### src/logic/panel_pkg.sv
// Shared constants, screen and display types, and the state record of the alarm panel.
package panel_pkg;
  // Clock rate and the timing figures that become cycle counts.
  localparam int CLK_MHZ = 100;
  localparam int HOLD_MS = 2000;
  localparam int HOLD_CYC = HOLD_MS * CLK_MHZ * 1000;
  localparam int BLINK_MS = 250;
  localparam int BLINK_CYC = BLINK_MS * CLK_MHZ * 1000;

  // History depth and alarm code width.
  localparam int HIST_DEPTH = 6;
  localparam int CODE_W = 8;

  // Parameter numbers that this block reacts to.
  localparam logic [5:0] PNUM_CTRL_MODE = 6'h00;
  localparam logic [5:0] PNUM_HIST_CLR = 6'h10;
  localparam logic [5:0] PNUM_WR_DIS = 6'h13;
  localparam logic [5:0] PNUM_EXP_FIRST = 6'h14;

  // Parameter values that trigger an action.
  localparam logic [15:0] HIST_CLR_VAL = 16'h0001;
  localparam logic [15:0] WR_EXP_VAL = 16'h000E;

  // Alarm screen index: 0 current, 1 to 6 history, 7 parameter error.
  localparam logic [2:0] IDX_CUR = 3'h0;
  localparam logic [2:0] IDX_HIST_LAST = 3'h6;
  localparam logic [2:0] IDX_PERR = 3'h7;

  // Control modes.
  localparam logic MODE_POS = 1'h0;
  localparam logic MODE_SPD = 1'h1;

  // Button bit positions.
  localparam int BTN_MODE = 0;
  localparam int BTN_UP = 1;
  localparam int BTN_DOWN = 2;
  localparam int BTN_SET = 3;

  // Screens reached by the mode button, plus the maintenance detail screen.
  typedef enum logic [2:0] {SCR_STATUS, SCR_DIAG, SCR_ALARM, SCR_PARAM, SCR_DETAIL} screen_t;

  // What the lower two digits currently show.
  typedef enum logic [2:0] {D_BLANK, D_CODE, D_NONE, D_EMPTY, D_NOERR, D_IO} disp_kind_t;

  // One history slot.
  typedef struct packed {
    logic valid;
    logic [CODE_W-1:0] code;
  } hist_ent_t;

  // Everything the display needs in one bundle.
  typedef struct packed {
    disp_kind_t kind;
    logic [CODE_W-1:0] code;
    logic dark;
    logic dp4;
    logic [5:0] io_up;
    logic [4:0] io_lo;
  } disp_out_t;

  // Whole state of the panel.
  typedef struct packed {
    screen_t screen;
    logic [2:0] idx;
    logic alarm_act;
    logic alarm_clr_ok;
    logic [CODE_W-1:0] alarm_code;
    hist_ent_t [HIST_DEPTH-1:0] hist;
    logic ctrl_mode;
    logic mode_pend;
    logic exp_en;
    logic force_act;
    logic [4:0] dout;
    logic test_act;
    logic test_refused;
    logic param_ok;
    logic param_refused;
    logic [3:0] btn_prev;
    logic fclr_prev;
    logic [31:0] hold_cnt;
    logic [31:0] blink_cnt;
    logic blink;
    disp_out_t disp;
  } state_t;

  // Reset state: status screen, position mode, empty history, no alarm.
  localparam state_t STATE_RST = '0;
endpackage

### src/logic/alarm_panel.sv
// Front-panel alarm, parameter gate, I/O display and test-entry logic of the amplifier.
// Summary of operation
// - Lower two digits show alarm or parameter number.
// - Active alarm number flashes; else no-alarm sign.
// - Six history slots newest first; empty slots marked.
// - Any alarm forces the current-alarm screen.
// - Buttons still work; fourth decimal point flashes.
// - Power cycle, set, or fault clear in position mode clears a clearable alarm.
// - History erased only by history-clear parameter.
// - Set held two seconds opens detail screen.
// - Up and down step through history entries.
// - Parameter-error screen shows no-error or number.
// - Control mode write applies after power cycle.
// - Expansion parameters need write-disable changed first.
// - Upper segments inputs, lower segments outputs, lit on.
// - Segment meaning follows the control mode.
// - Forced outputs only while servo is off.
// - Mode button cycles to diagnostic, test from there.
`timescale 1ns/1ps
module alarm_panel #(
  parameter int HOLD_CYC = panel_pkg::HOLD_CYC,
  parameter int BLINK_CYC = panel_pkg::BLINK_CYC
) (
  // Clock, reset and clock enable.
  input wire logic i_clk,
  input wire logic i_srst,
  input wire logic i_ce,
  // Panel buttons, levels: mode, up, down, set.
  input wire logic [3:0] i_btn,
  // Power-on event, one pulse per power cycle.
  input wire logic i_power_cycle,
  // Alarm source.
  input wire logic i_alarm_raise,
  input wire logic [panel_pkg::CODE_W-1:0] i_alarm_code,
  input wire logic i_alarm_clearable,
  input wire logic i_param_err,
  input wire logic [panel_pkg::CODE_W-1:0] i_param_err_num,
  // Parameter write port.
  input wire logic i_param_wr,
  input wire logic [5:0] i_param_num,
  input wire logic [15:0] i_param_val,
  // Digital inputs.
  input wire logic i_fault_clear_in,
  input wire logic i_servo_enable_in,
  input wire logic i_droop_clear_in,
  input wire logic i_fwd_start_in,
  input wire logic i_rev_start_in,
  input wire logic i_fwd_limit_in,
  input wire logic i_rev_limit_in,
  input wire logic i_estop_in,
  // Amplifier output levels before forcing: {op, zero speed, ready, alarm}.
  input wire logic i_in_position_out,
  input wire logic i_speed_reached_out,
  input wire logic [3:0] i_other_dout,
  // Forced output request.
  input wire logic i_force_on,
  input wire logic [4:0] i_force_val,
  // Display.
  output panel_pkg::disp_out_t o_disp,
  // Status.
  output logic o_alarm_active,
  output logic o_ctrl_mode,
  output logic o_test_active,
  output logic o_test_refused,
  output logic o_force_active,
  output logic [4:0] o_dout,
  output logic o_param_ok,
  output logic o_param_refused
);

  // Registered state and its next value.
  panel_pkg::state_t s;
  panel_pkg::state_t next_s;

  // Decoded events shared by the logic and the checks.
  logic [3:0] press;
  logic fclr_edge;
  logic exp_wr;
  logic hist_clr;
  logic set_clear;
  logic clr_req;
  logic [4:0] amp_dout;
  logic pin3;
  logic pin5;
  logic pin10;

  // Button presses are rising edges so a held button acts once.
  assign press = i_btn & ~s.btn_prev;
  assign fclr_edge = i_fault_clear_in & ~s.fclr_prev;
  assign exp_wr = i_param_wr && (i_param_num >= panel_pkg::PNUM_EXP_FIRST);
  // A refused expansion write never reaches the history clear.
  assign hist_clr = i_param_wr && (i_param_num == panel_pkg::PNUM_HIST_CLR)
                    && (i_param_val == panel_pkg::HIST_CLR_VAL);
  assign set_clear = (s.screen == panel_pkg::SCR_ALARM) && (s.idx == panel_pkg::IDX_CUR)
                     && press[panel_pkg::BTN_SET];
  // The fault clear pin exists only in position mode; in speed mode it starts motion.
  assign clr_req = set_clear || i_power_cycle
                   || (fclr_edge && (s.ctrl_mode == panel_pkg::MODE_POS));

  // Pin functions that depend on the active control mode.
  assign pin3 = (s.ctrl_mode == panel_pkg::MODE_POS) ? i_fault_clear_in : i_fwd_start_in;
  assign pin5 = (s.ctrl_mode == panel_pkg::MODE_POS) ? i_droop_clear_in : i_rev_start_in;
  assign pin10 = (s.ctrl_mode == panel_pkg::MODE_POS) ? i_in_position_out
                                                     : i_speed_reached_out;
  assign amp_dout = {i_other_dout[3:1], pin10, i_other_dout[0]};

  // Next-state logic: navigation, alarms, history, parameters, forcing, display.
  always_comb begin
    next_s = s;
    next_s.btn_prev = i_btn;
    next_s.fclr_prev = i_fault_clear_in;
    next_s.test_refused = 1'b0;
    next_s.param_ok = 1'b0;
    next_s.param_refused = 1'b0;
    next_s.hold_cnt = '0;

    // Free-running flash timer shared by the alarm number and the decimal point.
    if (s.blink_cnt == 32'(BLINK_CYC - 1)) begin
      next_s.blink_cnt = '0;
      next_s.blink = ~s.blink;
    end else begin
      next_s.blink_cnt = s.blink_cnt + 32'h00000001;
    end

    // Screen navigation; buttons keep working while an alarm is up.
    case (s.screen)
      panel_pkg::SCR_STATUS: begin
        if (press[panel_pkg::BTN_MODE]) begin
          next_s.screen = panel_pkg::SCR_DIAG;
        end
      end
      panel_pkg::SCR_DIAG: begin
        if (press[panel_pkg::BTN_MODE]) begin
          next_s.screen = panel_pkg::SCR_ALARM;
          next_s.idx = panel_pkg::IDX_CUR;
        end else if (press[panel_pkg::BTN_SET]) begin
          // Test entry is refused rather than queued, so a later servo-off needs a new press.
          if (i_servo_enable_in) begin
            next_s.test_refused = 1'b1;
          end else begin
            next_s.test_act = 1'b1;
          end
        end
      end
      panel_pkg::SCR_ALARM: begin
        if (press[panel_pkg::BTN_MODE]) begin
          next_s.screen = panel_pkg::SCR_PARAM;
        end else if (press[panel_pkg::BTN_UP]) begin
          next_s.idx = s.idx - 3'h1;
        end else if (press[panel_pkg::BTN_DOWN]) begin
          next_s.idx = s.idx + 3'h1;
        end else if (i_btn[panel_pkg::BTN_SET] && (s.idx != panel_pkg::IDX_CUR)
                     && (s.idx <= panel_pkg::IDX_HIST_LAST)) begin
          // Long hold on a history slot opens the maintenance screen.
          if (s.hold_cnt == 32'(HOLD_CYC - 1)) begin
            next_s.screen = panel_pkg::SCR_DETAIL;
          end else begin
            next_s.hold_cnt = s.hold_cnt + 32'h00000001;
          end
        end
      end
      panel_pkg::SCR_PARAM: begin
        if (press[panel_pkg::BTN_MODE]) begin
          next_s.screen = panel_pkg::SCR_STATUS;
        end
      end
      panel_pkg::SCR_DETAIL: begin
        if (press[panel_pkg::BTN_MODE]) begin
          next_s.screen = panel_pkg::SCR_ALARM;
        end
      end
      default: begin
        next_s.screen = panel_pkg::SCR_STATUS;
      end
    endcase

    // Clearing only drops a clearable alarm; others stay until reset unless a clearable alarm replaces them.
    if (clr_req && s.alarm_clr_ok) begin
      next_s.alarm_act = 1'b0;
    end

    // Power cycle applies the pending mode and ends any test operation.
    if (i_power_cycle) begin
      next_s.ctrl_mode = s.mode_pend;
      next_s.test_act = 1'b0;
    end

    // Parameter writes; expansion numbers need the write-disable unlock.
    if (i_param_wr) begin
      if (exp_wr && !s.exp_en) begin
        next_s.param_refused = 1'b1;
      end else begin
        next_s.param_ok = 1'b1;
        if (i_param_num == panel_pkg::PNUM_CTRL_MODE) begin
          next_s.mode_pend = i_param_val[0];
        end
        if (i_param_num == panel_pkg::PNUM_WR_DIS) begin
          next_s.exp_en = (i_param_val == panel_pkg::WR_EXP_VAL);
        end
      end
    end
    if (hist_clr) begin
      next_s.hist = '0;
    end

    // A new alarm comes last so it wins over any clear in the same cycle.
    if (i_alarm_raise) begin
      next_s.alarm_act = 1'b1;
      next_s.alarm_code = i_alarm_code;
      next_s.alarm_clr_ok = i_alarm_clearable;
      next_s.hist = {next_s.hist[panel_pkg::HIST_DEPTH-2:0], {1'b1, i_alarm_code}};
      next_s.screen = panel_pkg::SCR_ALARM;
      next_s.idx = panel_pkg::IDX_CUR;
      next_s.hold_cnt = '0;
    end

    // Forcing drops as soon as the servo is enabled.
    next_s.force_act = i_force_on && !i_servo_enable_in;
    next_s.dout = next_s.force_act ? i_force_val : amp_dout;

    // Display, built from the present state.
    next_s.disp.kind = panel_pkg::D_BLANK;
    next_s.disp.code = '0;
    next_s.disp.dark = 1'b0;
    next_s.disp.dp4 = s.alarm_act && s.blink;
    next_s.disp.io_up = {i_estop_in, i_rev_limit_in, i_fwd_limit_in, pin5,
                         i_servo_enable_in, pin3};
    next_s.disp.io_lo = s.dout;
    case (s.screen)
      panel_pkg::SCR_DIAG: begin
        next_s.disp.kind = panel_pkg::D_IO;
      end
      panel_pkg::SCR_ALARM: begin
        if (s.idx == panel_pkg::IDX_CUR) begin
          if (s.alarm_act) begin
            next_s.disp.kind = panel_pkg::D_CODE;
            next_s.disp.code = s.alarm_code;
            next_s.disp.dark = s.blink;
          end else begin
            next_s.disp.kind = panel_pkg::D_NONE;
          end
        end else if (s.idx == panel_pkg::IDX_PERR) begin
          if (i_param_err) begin
            next_s.disp.kind = panel_pkg::D_CODE;
            next_s.disp.code = i_param_err_num;
          end else begin
            next_s.disp.kind = panel_pkg::D_NOERR;
          end
        end else if (s.hist[s.idx - 3'h1].valid) begin
          next_s.disp.kind = panel_pkg::D_CODE;
          next_s.disp.code = s.hist[s.idx - 3'h1].code;
        end else begin
          next_s.disp.kind = panel_pkg::D_EMPTY;
        end
      end
      panel_pkg::SCR_DETAIL: begin
        next_s.disp.kind = panel_pkg::D_CODE;
        next_s.disp.code = s.hist[s.idx - 3'h1].code;
      end
      default: begin
        next_s.disp.kind = panel_pkg::D_BLANK;
      end
    endcase
  end

  // State register; the clock enable freezes everything.
  always_ff @(posedge i_clk) begin
    if (i_srst) begin
      s <= panel_pkg::STATE_RST;
    end else if (i_ce) begin
      s <= next_s;
    end
  end

  // Outputs straight from the state register.
  assign o_disp = s.disp;
  assign o_alarm_active = s.alarm_act;
  assign o_ctrl_mode = s.ctrl_mode;
  assign o_test_active = s.test_act;
  assign o_test_refused = s.test_refused;
  assign o_force_active = s.force_act;
  assign o_dout = s.dout;
  assign o_param_ok = s.param_ok;
  assign o_param_refused = s.param_refused;
endmodule

### config.mk
export PLATFORM = sky130hd
export DESIGN_NAME = alarm_panel
export DESIGN_NICKNAME = d
export VERILOG_FILES = /design/src/logic/panel_pkg.sv /design/src/logic/alarm_panel.sv
export SDC_FILE = /design/constraint.sdc
export NUM_CORES = 1
export LEC_CHECK = 0
export BUFFER_PORTS_ARGS = -buffer_cell sky130_fd_sc_hd__buf_2
export CAP_MARGIN = 20
export CORE_ASPECT_RATIO = 1.5
export CORE_MARGIN = 2
export CORE_UTILIZATION = 63
export CTS_BUF_LIST = sky130_fd_sc_hd__clkbuf_16
export DETAILED_ROUTE_END_ITERATION = 10
export GPL_TIMING_DRIVEN = 1
export PLACE_DENSITY_LB_ADDON = 0.05
export RECOVER_POWER = 25
export REMOVE_ABC_BUFFERS = 1
export SETUP_SLACK_MARGIN = 0.3
export SLEW_MARGIN = 20
export SYNTH_ARGS = -nofsm -noshare
export SYNTH_HDL_FRONTEND = slang
export SYNTH_SLANG_ARGS = --single-unit
export TNS_END_PERCENT = 50
### constraint.sdc
create_clock -name i_clk -period 8.3 [get_ports i_clk]
set_clock_uncertainty 0.2 [all_clocks]
set_input_delay 0.83 -clock i_clk [delete_from_list [all_inputs] [get_ports i_clk]]
set_output_delay 0.83 -clock i_clk [all_outputs]
set_load 0.02 [all_outputs]
==> results of run 1 <==
flip-flops by register name, summed over array words and instances (netlist names):
| signal | flops |
|---|---|
| s | 141 |
| o_test_refused | 1 |
| o_disp | 24 |
| o_ctrl_mode | 1 |
| o_param_ok | 1 |
| o_alarm_active | 1 |
| o_param_refused | 1 |
| o_force_active | 1 |
| o_dout | 5 |
| o_test_active | 1 |
area by class of cell:
| cell class | count | area share |
|---|---|---|
| clock inverters | 15 | 0.0195 |
| repair buffers | 111 | 0.0558 |
| multi-input cells | 711 | 0.468 |
| well taps | 159 | 0.0213 |
| flip-flops and latches | 177 | 0.380 |
| inverters | 24 | 0.00967 |
| clock buffers | 17 | 0.0456 |
kinds of logic (layout without fill, tap and decap cells):
logic type | Yosys count | count (layout)
simple gates | 411 | 411
mux | 51 | 51
flops | 177 | 177
xor+xnor | 36 | 36
fa+ha+maj | 7 | 7
buf+inv | 113 | 167
compound gates | 206 | 206
power by group through the flow:
stage               registers [W]  logic (W)  clock network (W)
CTS                      0.000875   0.000120           0.000833
floorplan                0.000900  0.0000519                  0
global placement         0.000894   0.000117                  0
finish                   0.000875   0.000118           0.000820
detailed placement       0.000894   0.000119                  0
global route             0.000877   0.000129           0.000867
Yosys cell counts (8+ instances only):
master    number
dfxtp_1      177
nor2_1       137
nand2_1       90
a21oi_1       71
clkbuf_1      51
nand3_1       46
a22oi_1       45
mux2i_1       34
o21ai_0       34
buf_4         29
inv_1         23
xor2_1        20
nand4_1       18
nor4_1        18
or3_1         18
nor3_1        17
xnor2_1       16
and3_1        11
and4_1        11
a21o_1        10
a211oi_1       9
mux4_2         9
o211ai_1       9
and2_1         8
mux2_2         8
nor2b_1        8
metal layers:
layer  share of wire  vias up  wire length, um  global-route usage
met1            0.41     3437             8030               0.333
li1                -     3610                -                   -
met4           0.019        0              369              0.0925
met5               0        -                0                   0
met2            0.53      190            10400               0.485
met3           0.041       28              809              0.0447
metrics by stage:
stage / power [W] / setup WS, ps
2_1_floorplan: 0.000952 / 4790
3_3_place_gp: 0.00101 / 4540
3_5_place_dp: 0.00101 / 4440
4_1_cts: 0.00183 / 4770
5_1_grt: 0.00187 / 2580
6_report: 0.00181 / 3050
how the worst max path moves through the flow:
stage | to | slack, ps | depth (start not counted) | startpoint
after detailed placement | s[176] | 4440 | 7 | i_ce
after floorplan | s[116] | 4790 | 6 | i_param_wr
after CTS | o_disp[13] | 4770 | 9 | s[171]
after global placement | s[176] | 4540 | 7 | i_ce
final | s[173] | 3050 | 3 | i_srst
after global routing | s[107] | 2580 | 3 | i_srst
critical path: cells and delay by family:
family | cells | cell delay (ps)
buffers and inverters | 2 | 4120
AND/OR/NAND/NOR | 1 | 160
cell usage in the layout (no fill, tap or decap), drive strengths merged, types with 3 or more instances in the layout:
master,instances
a211oi,9
a21o,10
a21oi,72
a22o,7
a22oi,45
a311oi,4
a31oi,4
and2,8
and3,11
and4,11
buf,73
bufinv,3
clkbuf,55
clkinv,4
clkinvlp,5
dfxtp,177
ha,7
inv,27
mux2,8
mux2i,34
mux4,9
nand2,90
nand2b,4
nand3,47
nand3b,3
nand4,18
nand4b,3
nor2,137
nor2b,9
nor3,20
nor3b,4
nor4,18
nor4b,3
o211ai,9
o21ai,37
or3,18
xnor2,16
xor2,20
==> reports/qor.csv, run 1 <==
metric;value;unit
status;complete, but fails checks;
failing checks;capacitance limit, slew limit;
max incr delay on CP;2450;ps
fmax;0.191;GHz
setup slack, reg-to-reg;4780;ps
Psw;0.000431;W
vias in the first global route;6929;
Max VDD drop;127;uV
Period minus WS final;5250;ps
Unique masters post-synth;56;
Antenna Cells;0;
mapped cell area;0.00844;sq mm
Post-synth EDFFs;0;
Pint;0.00138;W
fin nets;1119;
sequential share of power;0.483;
first drt pass iteration count;5;
Routed WL per cell;16.1;um
worst r2r dst;o_disp[13];
Die X;98.5;um
Initial Util;0.648;
largest net degree at the start of global routing;81;
async set-or-reset flop fraction in the synthesized netlist;0;
pwr dens;195;mW/mm^2
Leak;3.27;nW
FP Rows;51;
slowest CP cell;clkbuf_1;
Tcrit/Tclk final;0.632;
vias per cell;5.98;
area of the multi-input gates;0.00436;sq mm
Total Die Area;0.0144;sq mm
Final Cell Area;0.00932;sq mm
R2R depth;9;
DP HPWL;12900;um
# IOs;106;
xor and xnor area share after synthesis;0.0374;
Clk pwr share;0.452;
leading area contributor after synthesis;dfxtp_1;
# fillers;1082;
most used cell, CP;clkbuf_1;
Hold EP;s[164];
H-tree Lvls;4;
CP cell instances;clkbuf_1, clkbuf_1, nor2_1;
via count;7265;
RSZ-0062 raised after global routing;false;
Clk Latency, worst-skew pair;420;ps
Critical Path RT;8260;ps
mean area per synthesized cell;8.43;sq um
Yosys top cell area share;0.420;
CTS tree;built;
GR Overflow Total;0;
CTS buffer count;17;
Post-Route WL;19600;um
Die Y;146;um
hold path depth;2;
first-pass GRT wire length;32800;um
final hold violations;0;
Placed Area;0.00877;sq mm
max-cap violations;2;
final setup violation count;0;
Critical Path Fanout Max;80;
Hold Path Class;reg -> reg;
GRT Total Usage;0.273;
Setup TNS Final;0;ps
post-route insts no fill;1214;
largest family of logic cells by synthesized area;simple AND/OR/NAND/NOR gates;
Sw Share;0.238;
Startpoint Class;input port;
initial drt markers;383;
Crit Reg-Reg Startpoint;s[171];
Sinks on Clock Net;177;
initial antenna violation count;0;
Comb pwr share;0.065;
Fin Hold WS;257;ps
Post-CTS Hold Buffers;0;
Synth Area in Compound Gates;0.154;
Least-Margin Pin Slew;3330;ps
slew margin rel.;-1.22;
post-layout util;0.716;
sequential-to-total area share from yosys stat;0.420;
layout cells sized above 1;0.126;
critical path type;in -> reg;
Synth Flop Type;dfxtp_1;
placed instance count;1182;
dominant cells by area after synthesis;dfxtp_1, nor2_1, a21oi_1, mux2i_1, a22oi_1;
FF/Latch Area;0.00354;sq mm
core area;0.0130;sq mm
post-synthesis cell count;1001;
Crit. End Element;register;
Routed Antenna Nets;0;
Post-Synth Simple-Gate Area;0.238;
min-delay src;s[164];
Area Overhead vs Synth;10.5;%
PortBufs;105;
mux contribution to synthesized area;0.0751;
Clk pin slew, worst setup/hold paths;70;ps
final max-slew violation count;136;
Clock Tree Buf Depth;2;
drc violations;0;
# resized after CTS;0;
flops & latches, synth;177;
Final GP Congestion;0.836;
CP Data Arrival Time;5210;ps
Post-Synth Adder-Cell Area;0.0104;
CTS root buf;clkbuf_16;
postcts setup bufs;0;
Yosys warnings;0;
Power figures use the tool's default switching activity.
==> run 2, diff against run 1 <==
--- a/config.mk
+++ b/config.mk
@@ -5,11 +5,12 @@
 export SDC_FILE = /design/constraint.sdc
 export NUM_CORES = 1
 export LEC_CHECK = 0
+export ABC_AREA = 1
 export BUFFER_PORTS_ARGS = -buffer_cell sky130_fd_sc_hd__buf_2
 export CAP_MARGIN = 20
 export CORE_ASPECT_RATIO = 1.5
 export CORE_MARGIN = 2
-export CORE_UTILIZATION = 63
+export CORE_UTILIZATION = 54
 export CTS_BUF_LIST = sky130_fd_sc_hd__clkbuf_16
 export DETAILED_ROUTE_END_ITERATION = 10
 export GPL_TIMING_DRIVEN = 1
==> constraint.sdc (replaced) <==
create_clock -name i_clk -period 4.5 [get_ports i_clk]
set_clock_uncertainty 0.2 [all_clocks]
set_input_delay 0.45 -clock i_clk [delete_from_list [all_inputs] [get_ports i_clk]]
set_output_delay 0.45 -clock i_clk [all_outputs]
set_load 0.02 [all_outputs]
==> reports/qor.csv, run 2 <==
metric;value;unit;change
mapped cell area;0.00990;sq mm;was 0.00844 sq mm
first-pass GRT wire length;44100;um;was 32800 um
Routed WL per cell;14.7;um;was 16.1 um
crit path from;i_srst;;unchanged
max-cap violations;2;;unchanged
max reg flops;141;;unchanged
Setup TNS Final;0;ps;unchanged
Routed Antenna Nets;0;;unchanged
Worst path depth;3;;unchanged
initial antenna violation count;0;;unchanged
Clk pwr share;0.441;;was 0.452
vias per cell;5.42;;was 5.98
Bufs and invs on worst path;2;;unchanged
PortBufs;105;;unchanged
Crit Reg-Reg Startpoint;s[171];;unchanged
Tcrit/Tclk final;0.713;;
first drt pass iteration count;6;;was 5
largest net degree at the start of global routing;67;;was 81
max incr delay on CP;2100;ps;was 2450 ps
# IOs;106;;unchanged
RSZ-0062 raised after global routing;false;;unchanged
H-tree Lvls;4;;unchanged
pwr dens;336;mW/mm^2;was 195 mW/mm^2
commonest non-fill, non-tap cell in the layout;nand2_1;;was dfxtp_1
CTS root buf;clkbuf_16;;unchanged
# fillers;1876;;was 1082
CP Data Arrival Time;3200;ps;was 5210 ps
Critical Path Fanout Max;66;;was 80
Critical Path RT;4490;ps;was 8260 ps
leading area contributor after synthesis;dfxtp_1;;unchanged
Yosys top cell area share;0.358;;was 0.420
most frequent cells in the layout;nand2_1, dfxtp_1, nor2_1, inv_1, nand3_1;;was dfxtp_1, nor2_1, nand2_1, a21oi_1, buf_2
initial drt markers;586;;was 383
area of the multi-input gates;0.00522;sq mm;was 0.00436 sq mm
fmax;0.312;GHz;
dominant cells by area after synthesis;dfxtp_1, nand2_1, nand3_1, a21oi_1, nor2_1;;was dfxtp_1, nor2_1, a21oi_1, mux2i_1, a22oi_1
async set-or-reset flop fraction in the synthesized netlist;0;;unchanged
via count;9827;;was 7265
Biggest register;s;;unchanged
Final GP Congestion;0.967;;was 0.836
worst r2r dst;o_disp[16];;was o_disp[13]
Synth Flop Type;dfxtp_1;;unchanged
critical path type;in -> reg;;unchanged
sequential-to-total area share from yosys stat;0.358;;was 0.420
dpl ws;1480;ps;was 4440 ps
final hold violations;0;;unchanged
Setup crit end;s[143];;was s[173]
core area;0.0179;sq mm;was 0.0130 sq mm
Crit. End Element;register;;unchanged
CTS tree;built;;unchanged
status;complete, but fails checks;;unchanged
# resized after CTS;0;;unchanged
Comb pwr share;0.109;;was 0.065
Max VDD drop;257;uV;was 127 uV
GR Overflow Total;0;;unchanged
slew margin rel.;-0.935;;was -1.22
Pint;0.00266;W;was 0.00138 W
Period minus WS final;3210;ps;
Die X;115;um;was 98.5 um
Startpoint Class;input port;;unchanged
Clk pin slew, worst setup/hold paths;70;ps;about the same
vias in the first global route;9370;;was 6929
setup slack, reg-to-reg;1300;ps;was 4780 ps
GRT Total Usage;0.279;;was 0.273
Leak;4.33;nW;was 3.27 nW
flops & latches, synth;177;;unchanged
Sinks on Clock Net;177;;unchanged
Post-synth top cells;nand2_1, dfxtp_1, nor2_1;;was dfxtp_1, nor2_1, nand2_1
Clock Tree Buf Depth;2;;unchanged
FP Rows;60;;was 51
Worst path top cell family by delay;buffers and inverters;;unchanged
sequential share of power;0.450;;was 0.483
Yosys warnings;0;;unchanged
FF/Latch Area;0.00354;sq mm;unchanged
Total Die Area;0.0194;sq mm;was 0.0144 sq mm
Post-CTS Hold Buffers;0;;unchanged
DP HPWL;19100;um;was 12900 um
R2R depth;12;;was 9
postcts setup bufs;0;;unchanged
CP cell instances;buf_4, clkbuf_1, nor3_1;;was clkbuf_1, clkbuf_1, nor2_1
Psw;0.000976;W;was 0.000431 W
failing checks;capacitance limit, slew limit;;unchanged
drc violations;0;;unchanged
Post-Route WL;26700;um;was 19600 um
Clk Latency, worst-skew pair;440;ps;was 420 ps
layout cells sized above 1;0.109;;was 0.126
slowest CP cell;clkbuf_1;;unchanged
fin nets;1661;;was 1119
Antenna Cells;0;;unchanged
mean area per synthesized cell;6.43;sq um;was 8.43 sq um
post-synthesis cell count;1539;;was 1001
PnR worst setup slack;1290;ps;was 3050 ps
Area Overhead vs Synth;9.33;%;was 10.5%
Post-synth EDFFs;0;;unchanged
most frequent cell after synthesis;nand2_1;;was dfxtp_1
Hold Path Class;in -> reg;;was reg -> reg
Die Y;170;um;was 146 um
Initial Util;0.552;;was 0.648
final max-slew violation count;105;;was 136
final setup violation count;0;;unchanged
CTS buffer count;17;;unchanged
Sw Share;0.268;;was 0.238
Unique masters post-synth;45;;was 56
Least-Margin Pin Slew;2900;ps;was 3330 ps
run 2: cell types whose count changed after synthesis, moves of 36 or more:
cell / before / now
a21oi_1: 71 / 136
a22oi_1: 45 / 6
inv_1: 23 / 152
nand2_1: 90 / 426
nand3_1: 46 / 152
nor2_1: 137 / 173
run 2: how the worst min path moves through the flow:
stage | cells past startpoint | to | slack, ps | start
after floorplan | 2 | s[140] | 230 | s[131]
after global placement | 2 | s[92] | 240 | s[92]
after detailed placement | 2 | s[92] | 250 | s[92]
after CTS | 2 | o_test_active | 20 | i_power_cycle
after global routing | 2 | o_test_active | 20 | i_power_cycle
final | 2 | o_test_active | 30 | i_power_cycle
run 2: stage by stage:
| stage | util | instances | hold WS (ps) | instance area [sq um] | power (W) |
|---|---|---|---|---|---|
| after floorplan | - | 1451 | 235 | 9390 | 0.00191 |
| after global placement | 0.572 | 1782 | 241 | 10300 | 0.00207 |
| after detailed placement | 0.572 | 1782 | 245 | 10300 | 0.00207 |
| after CTS | 0.607 | 1814 | 15.2 | 10900 | 0.00367 |
| after global routing | 0.603 | 1814 | 15.5 | 10800 | 0.00378 |
| final | 0.603 | 1814 | 27.3 | 10800 | 0.00364 |
run 2: power by group through the flow:
stage	combinational (W)	sequential, W	clock [W]
6_report	0.000397	0.00164	0.00160
5_1_grt	0.000447	0.00164	0.00169
4_1_cts	0.000403	0.00163	0.00163
3_5_place_dp	0.000401	0.00167	0
3_3_place_gp	0.000399	0.00167	0
2_1_floorplan	0.000220	0.00169	0
run 2: area by class of cell:
| class | instances | share of cell area |
|---|---|---|
| clock buffer | 17 | 0.0393 |
| clock inverter | 15 | 0.0188 |
| inverter | 163 | 0.0568 |
| multi-input combinational | 1111 | 0.482 |
| sequential | 177 | 0.327 |
| tap | 217 | 0.0251 |
| timing repair buffer | 114 | 0.0502 |
run 2: kinds of logic after synthesis:
group	count (synthesis)	share of synthesized area
simple gates	879	0.393
fa+ha+maj	7	0.00885
xor+xnor	14	0.0124
flops	177	0.358
compound gates	211	0.114
buf+inv	251	0.113
run 2: per-layer routing:
| metal | wire length (um) | GRT usage | vias to the layer above |
|---|---|---|---|
| li1 | - | - | 5024 |
| met1 | 11400 | 0.329 | 4511 |
| met2 | 13500 | 0.498 | 234 |
| met3 | 945 | 0.0443 | 58 |
| met4 | 890 | 0.112 | 0 |
| met5 | 0 | 0 | - |
==> run 3, diff against run 2 <==
--- a/config.mk
+++ b/config.mk
@@ -10,7 +10,7 @@
 export CAP_MARGIN = 20
 export CORE_ASPECT_RATIO = 1.5
 export CORE_MARGIN = 2
-export CORE_UTILIZATION = 54
+export CORE_UTILIZATION = 60
 export CTS_BUF_LIST = sky130_fd_sc_hd__clkbuf_16
 export DETAILED_ROUTE_END_ITERATION = 10
 export GPL_TIMING_DRIVEN = 1
==> constraint.sdc (replaced) <==
create_clock -name i_clk -period 3 [get_ports i_clk]
set_clock_uncertainty 0.2 [all_clocks]
set_input_delay 0.3 -clock i_clk [delete_from_list [all_inputs] [get_ports i_clk]]
set_output_delay 0.3 -clock i_clk [all_outputs]
set_load 0.02 [all_outputs]
==> reports/qor.csv, run 3 (synthesis gave the netlist of run 2 again) <==
metric;value;unit;change
Biggest register;s;;unchanged
vias in the first global route;9525;;was 9370
slew margin rel.;-0.0415;;was -0.935
hold path depth;3;;was 2
first drt pass iteration count;5;;was 6
layout cells sized above 1;0.120;;was 0.109
postcts setup bufs;0;;unchanged
CP cell instances;buf_4, ha_1, ha_1, inv_2, or2_2, nand2_1, o21ai_0, nand2_1, nand3_1, nand2_1, inv_1;;was buf_4, clkbuf_1, nor3_1
Fin Hold WS;2.19;ps;was 27.3 ps
Initial Util;0.611;;was 0.552
max reg flops;141;;unchanged
H-tree Lvls;4;;unchanged
core area;0.0162;sq mm;was 0.0179 sq mm
final hold violations;0;;unchanged
Worst path top cell family by delay;simple AND/OR/NAND/NOR gates;;was buffers and inverters
Pwr Total;0.00519;W;was 0.00364 W
most frequent cells in the layout;nand2_1, dfxtp_1, nor2_1, nand3_1, inv_1;;was nand2_1, dfxtp_1, nor2_1, inv_1, nand3_1
Least-Margin Pin Slew;1560;ps;was 2900 ps
post-layout util;0.682;;was 0.603
Clk Latency, worst-skew pair;440;ps;about the same
R2R depth;11;;was 12
CP Data Arrival Time;2550;ps;was 3200 ps
vias per cell;5.52;;was 5.42
fmax;0.413;GHz;
slowest CP cell;or2_2;;was clkbuf_1
DP HPWL;19100;um;about the same
Critical Path RT;3130;ps;was 4490 ps
Hold Path Class;in -> reg;;unchanged
CTS root buf;clkbuf_16;;unchanged
RSZ-0062 raised after global routing;false;;unchanged
FP Rows;57;;was 60
Area Overhead vs Synth;11.6;%;was 9.33%
Die X;109;um;was 115 um
Sinks on Clock Net;177;;unchanged
fin nets;1692;;was 1661
Total Die Area;0.0176;sq mm;was 0.0194 sq mm
max incr delay on CP;330;ps;was 2100 ps
Crit. End Element;register;;unchanged
Clk pin slew, worst setup/hold paths;70;ps;about the same
Post-Route WL;26800;um;was 26700 um
critical path type;reg -> reg;;was in -> reg
max-cap violations;1;;was 2
Period minus WS final;2420;ps;
largest net degree at the start of global routing;62;;was 67
Critical Path Fanout Max;21;;was 66
first-pass GRT wire length;44000;um;was 44100 um
drc violations;0;;unchanged
Antenna Cells;0;;unchanged
Max VDD drop;374;uV;was 257 uV
Startpoint Class;register;;was input port
failing checks;capacitance limit, slew limit;;unchanged
Post-CTS Hold Buffers;24;;was 0
status;complete, but fails checks;;unchanged
most used cell, CP;nand2_1;;
initial drt markers;721;;was 586
Bufs and invs on worst path;3;;was 2
via count;10100;;was 9827
final setup violation count;0;;unchanged
GR Overflow Total;0;;unchanged
commonest non-fill, non-tap cell in the layout;nand2_1;;unchanged
CTS tree;built;;unchanged
Worst path depth;11;;was 3
Leak;4.49;nW;was 4.33 nW
CTS buffer count;17;;unchanged
pwr dens;470;mW/mm^2;was 336 mW/mm^2
final max-slew violation count;33;;was 105
Die Y;161;um;was 170 um
PortBufs;105;;unchanged
Routed WL per cell;14.6;um;was 14.7 um
Tcrit/Tclk final;0.806;;
Clock Tree Buf Depth;2;;unchanged
GRT Total Usage;0.310;;was 0.279
# resized after CTS;0;;unchanged
Final GP Congestion;0.917;;was 0.967
initial antenna violation count;0;;unchanged
Routed Antenna Nets;0;;unchanged
# IOs;106;;unchanged
==> run 3: stage by stage <==
step                      worst slack, ps  setup TNS (ps)  cells  instance area [sq um]
after floorplan                     -17.1            -141   1451                   9390
final                                 581               0   1833                  11000
after global routing                  284               0   1833                  11000
after global placement                700               0   1778                  10300
after CTS                             623               0   1833                  11100
after detailed placement              645               0   1778                  10300
==> run 3: final timing paths <==
path	slack, ps	endpoint	from
setup / recovery	580	o_disp[21]	s[171]
hold / removal	2	o_dout[1]	i_speed_reached_out
hold reg to reg	260	s[92]	s[92]
setup reg to reg	580	o_disp[21]	s[171]
==> run 3: power breakdown <==
part           internal, W  total [W]  switching (W)
sequential         0.00241    0.00245      0.0000424
combinational     0.000207   0.000635       0.000428
clock              0.00113    0.00210       0.000964
==> run 3: cell type report <==
type,count,area [sq um]
clock buffer,17,425
timing repair buffer,145,850
tap,206,258
multi-input combinational,1111,5230
sequential,177,3540
inverter,163,614
clock inverter,14,116
fill,1553,5150
==> run 3: worst register-to-register path: cells and delay by family (launching register included) <==
| kind | cells | cell delay [ps] |
|---|---|---|
| fa+ha+maj | 2 | 380 |
| simple gates | 5 | 820 |
| flops | 1 | 320 |
| buf+inv | 3 | 440 |
| compound gates | 1 | 150 |
==> run 3: metal layers <==
| layer | track usage | vias to the layer above | wire length (um) |
|---|---|---|---|
| met2 | 0.546 | 305 | 13600 |
| met1 | 0.363 | 4655 | 10800 |
| met4 | 0.142 | 0 | 1010 |
| met3 | 0.0476 | 75 | 1440 |
| li1 | - | 5084 | - |
| met5 | 0 | - | 0 |
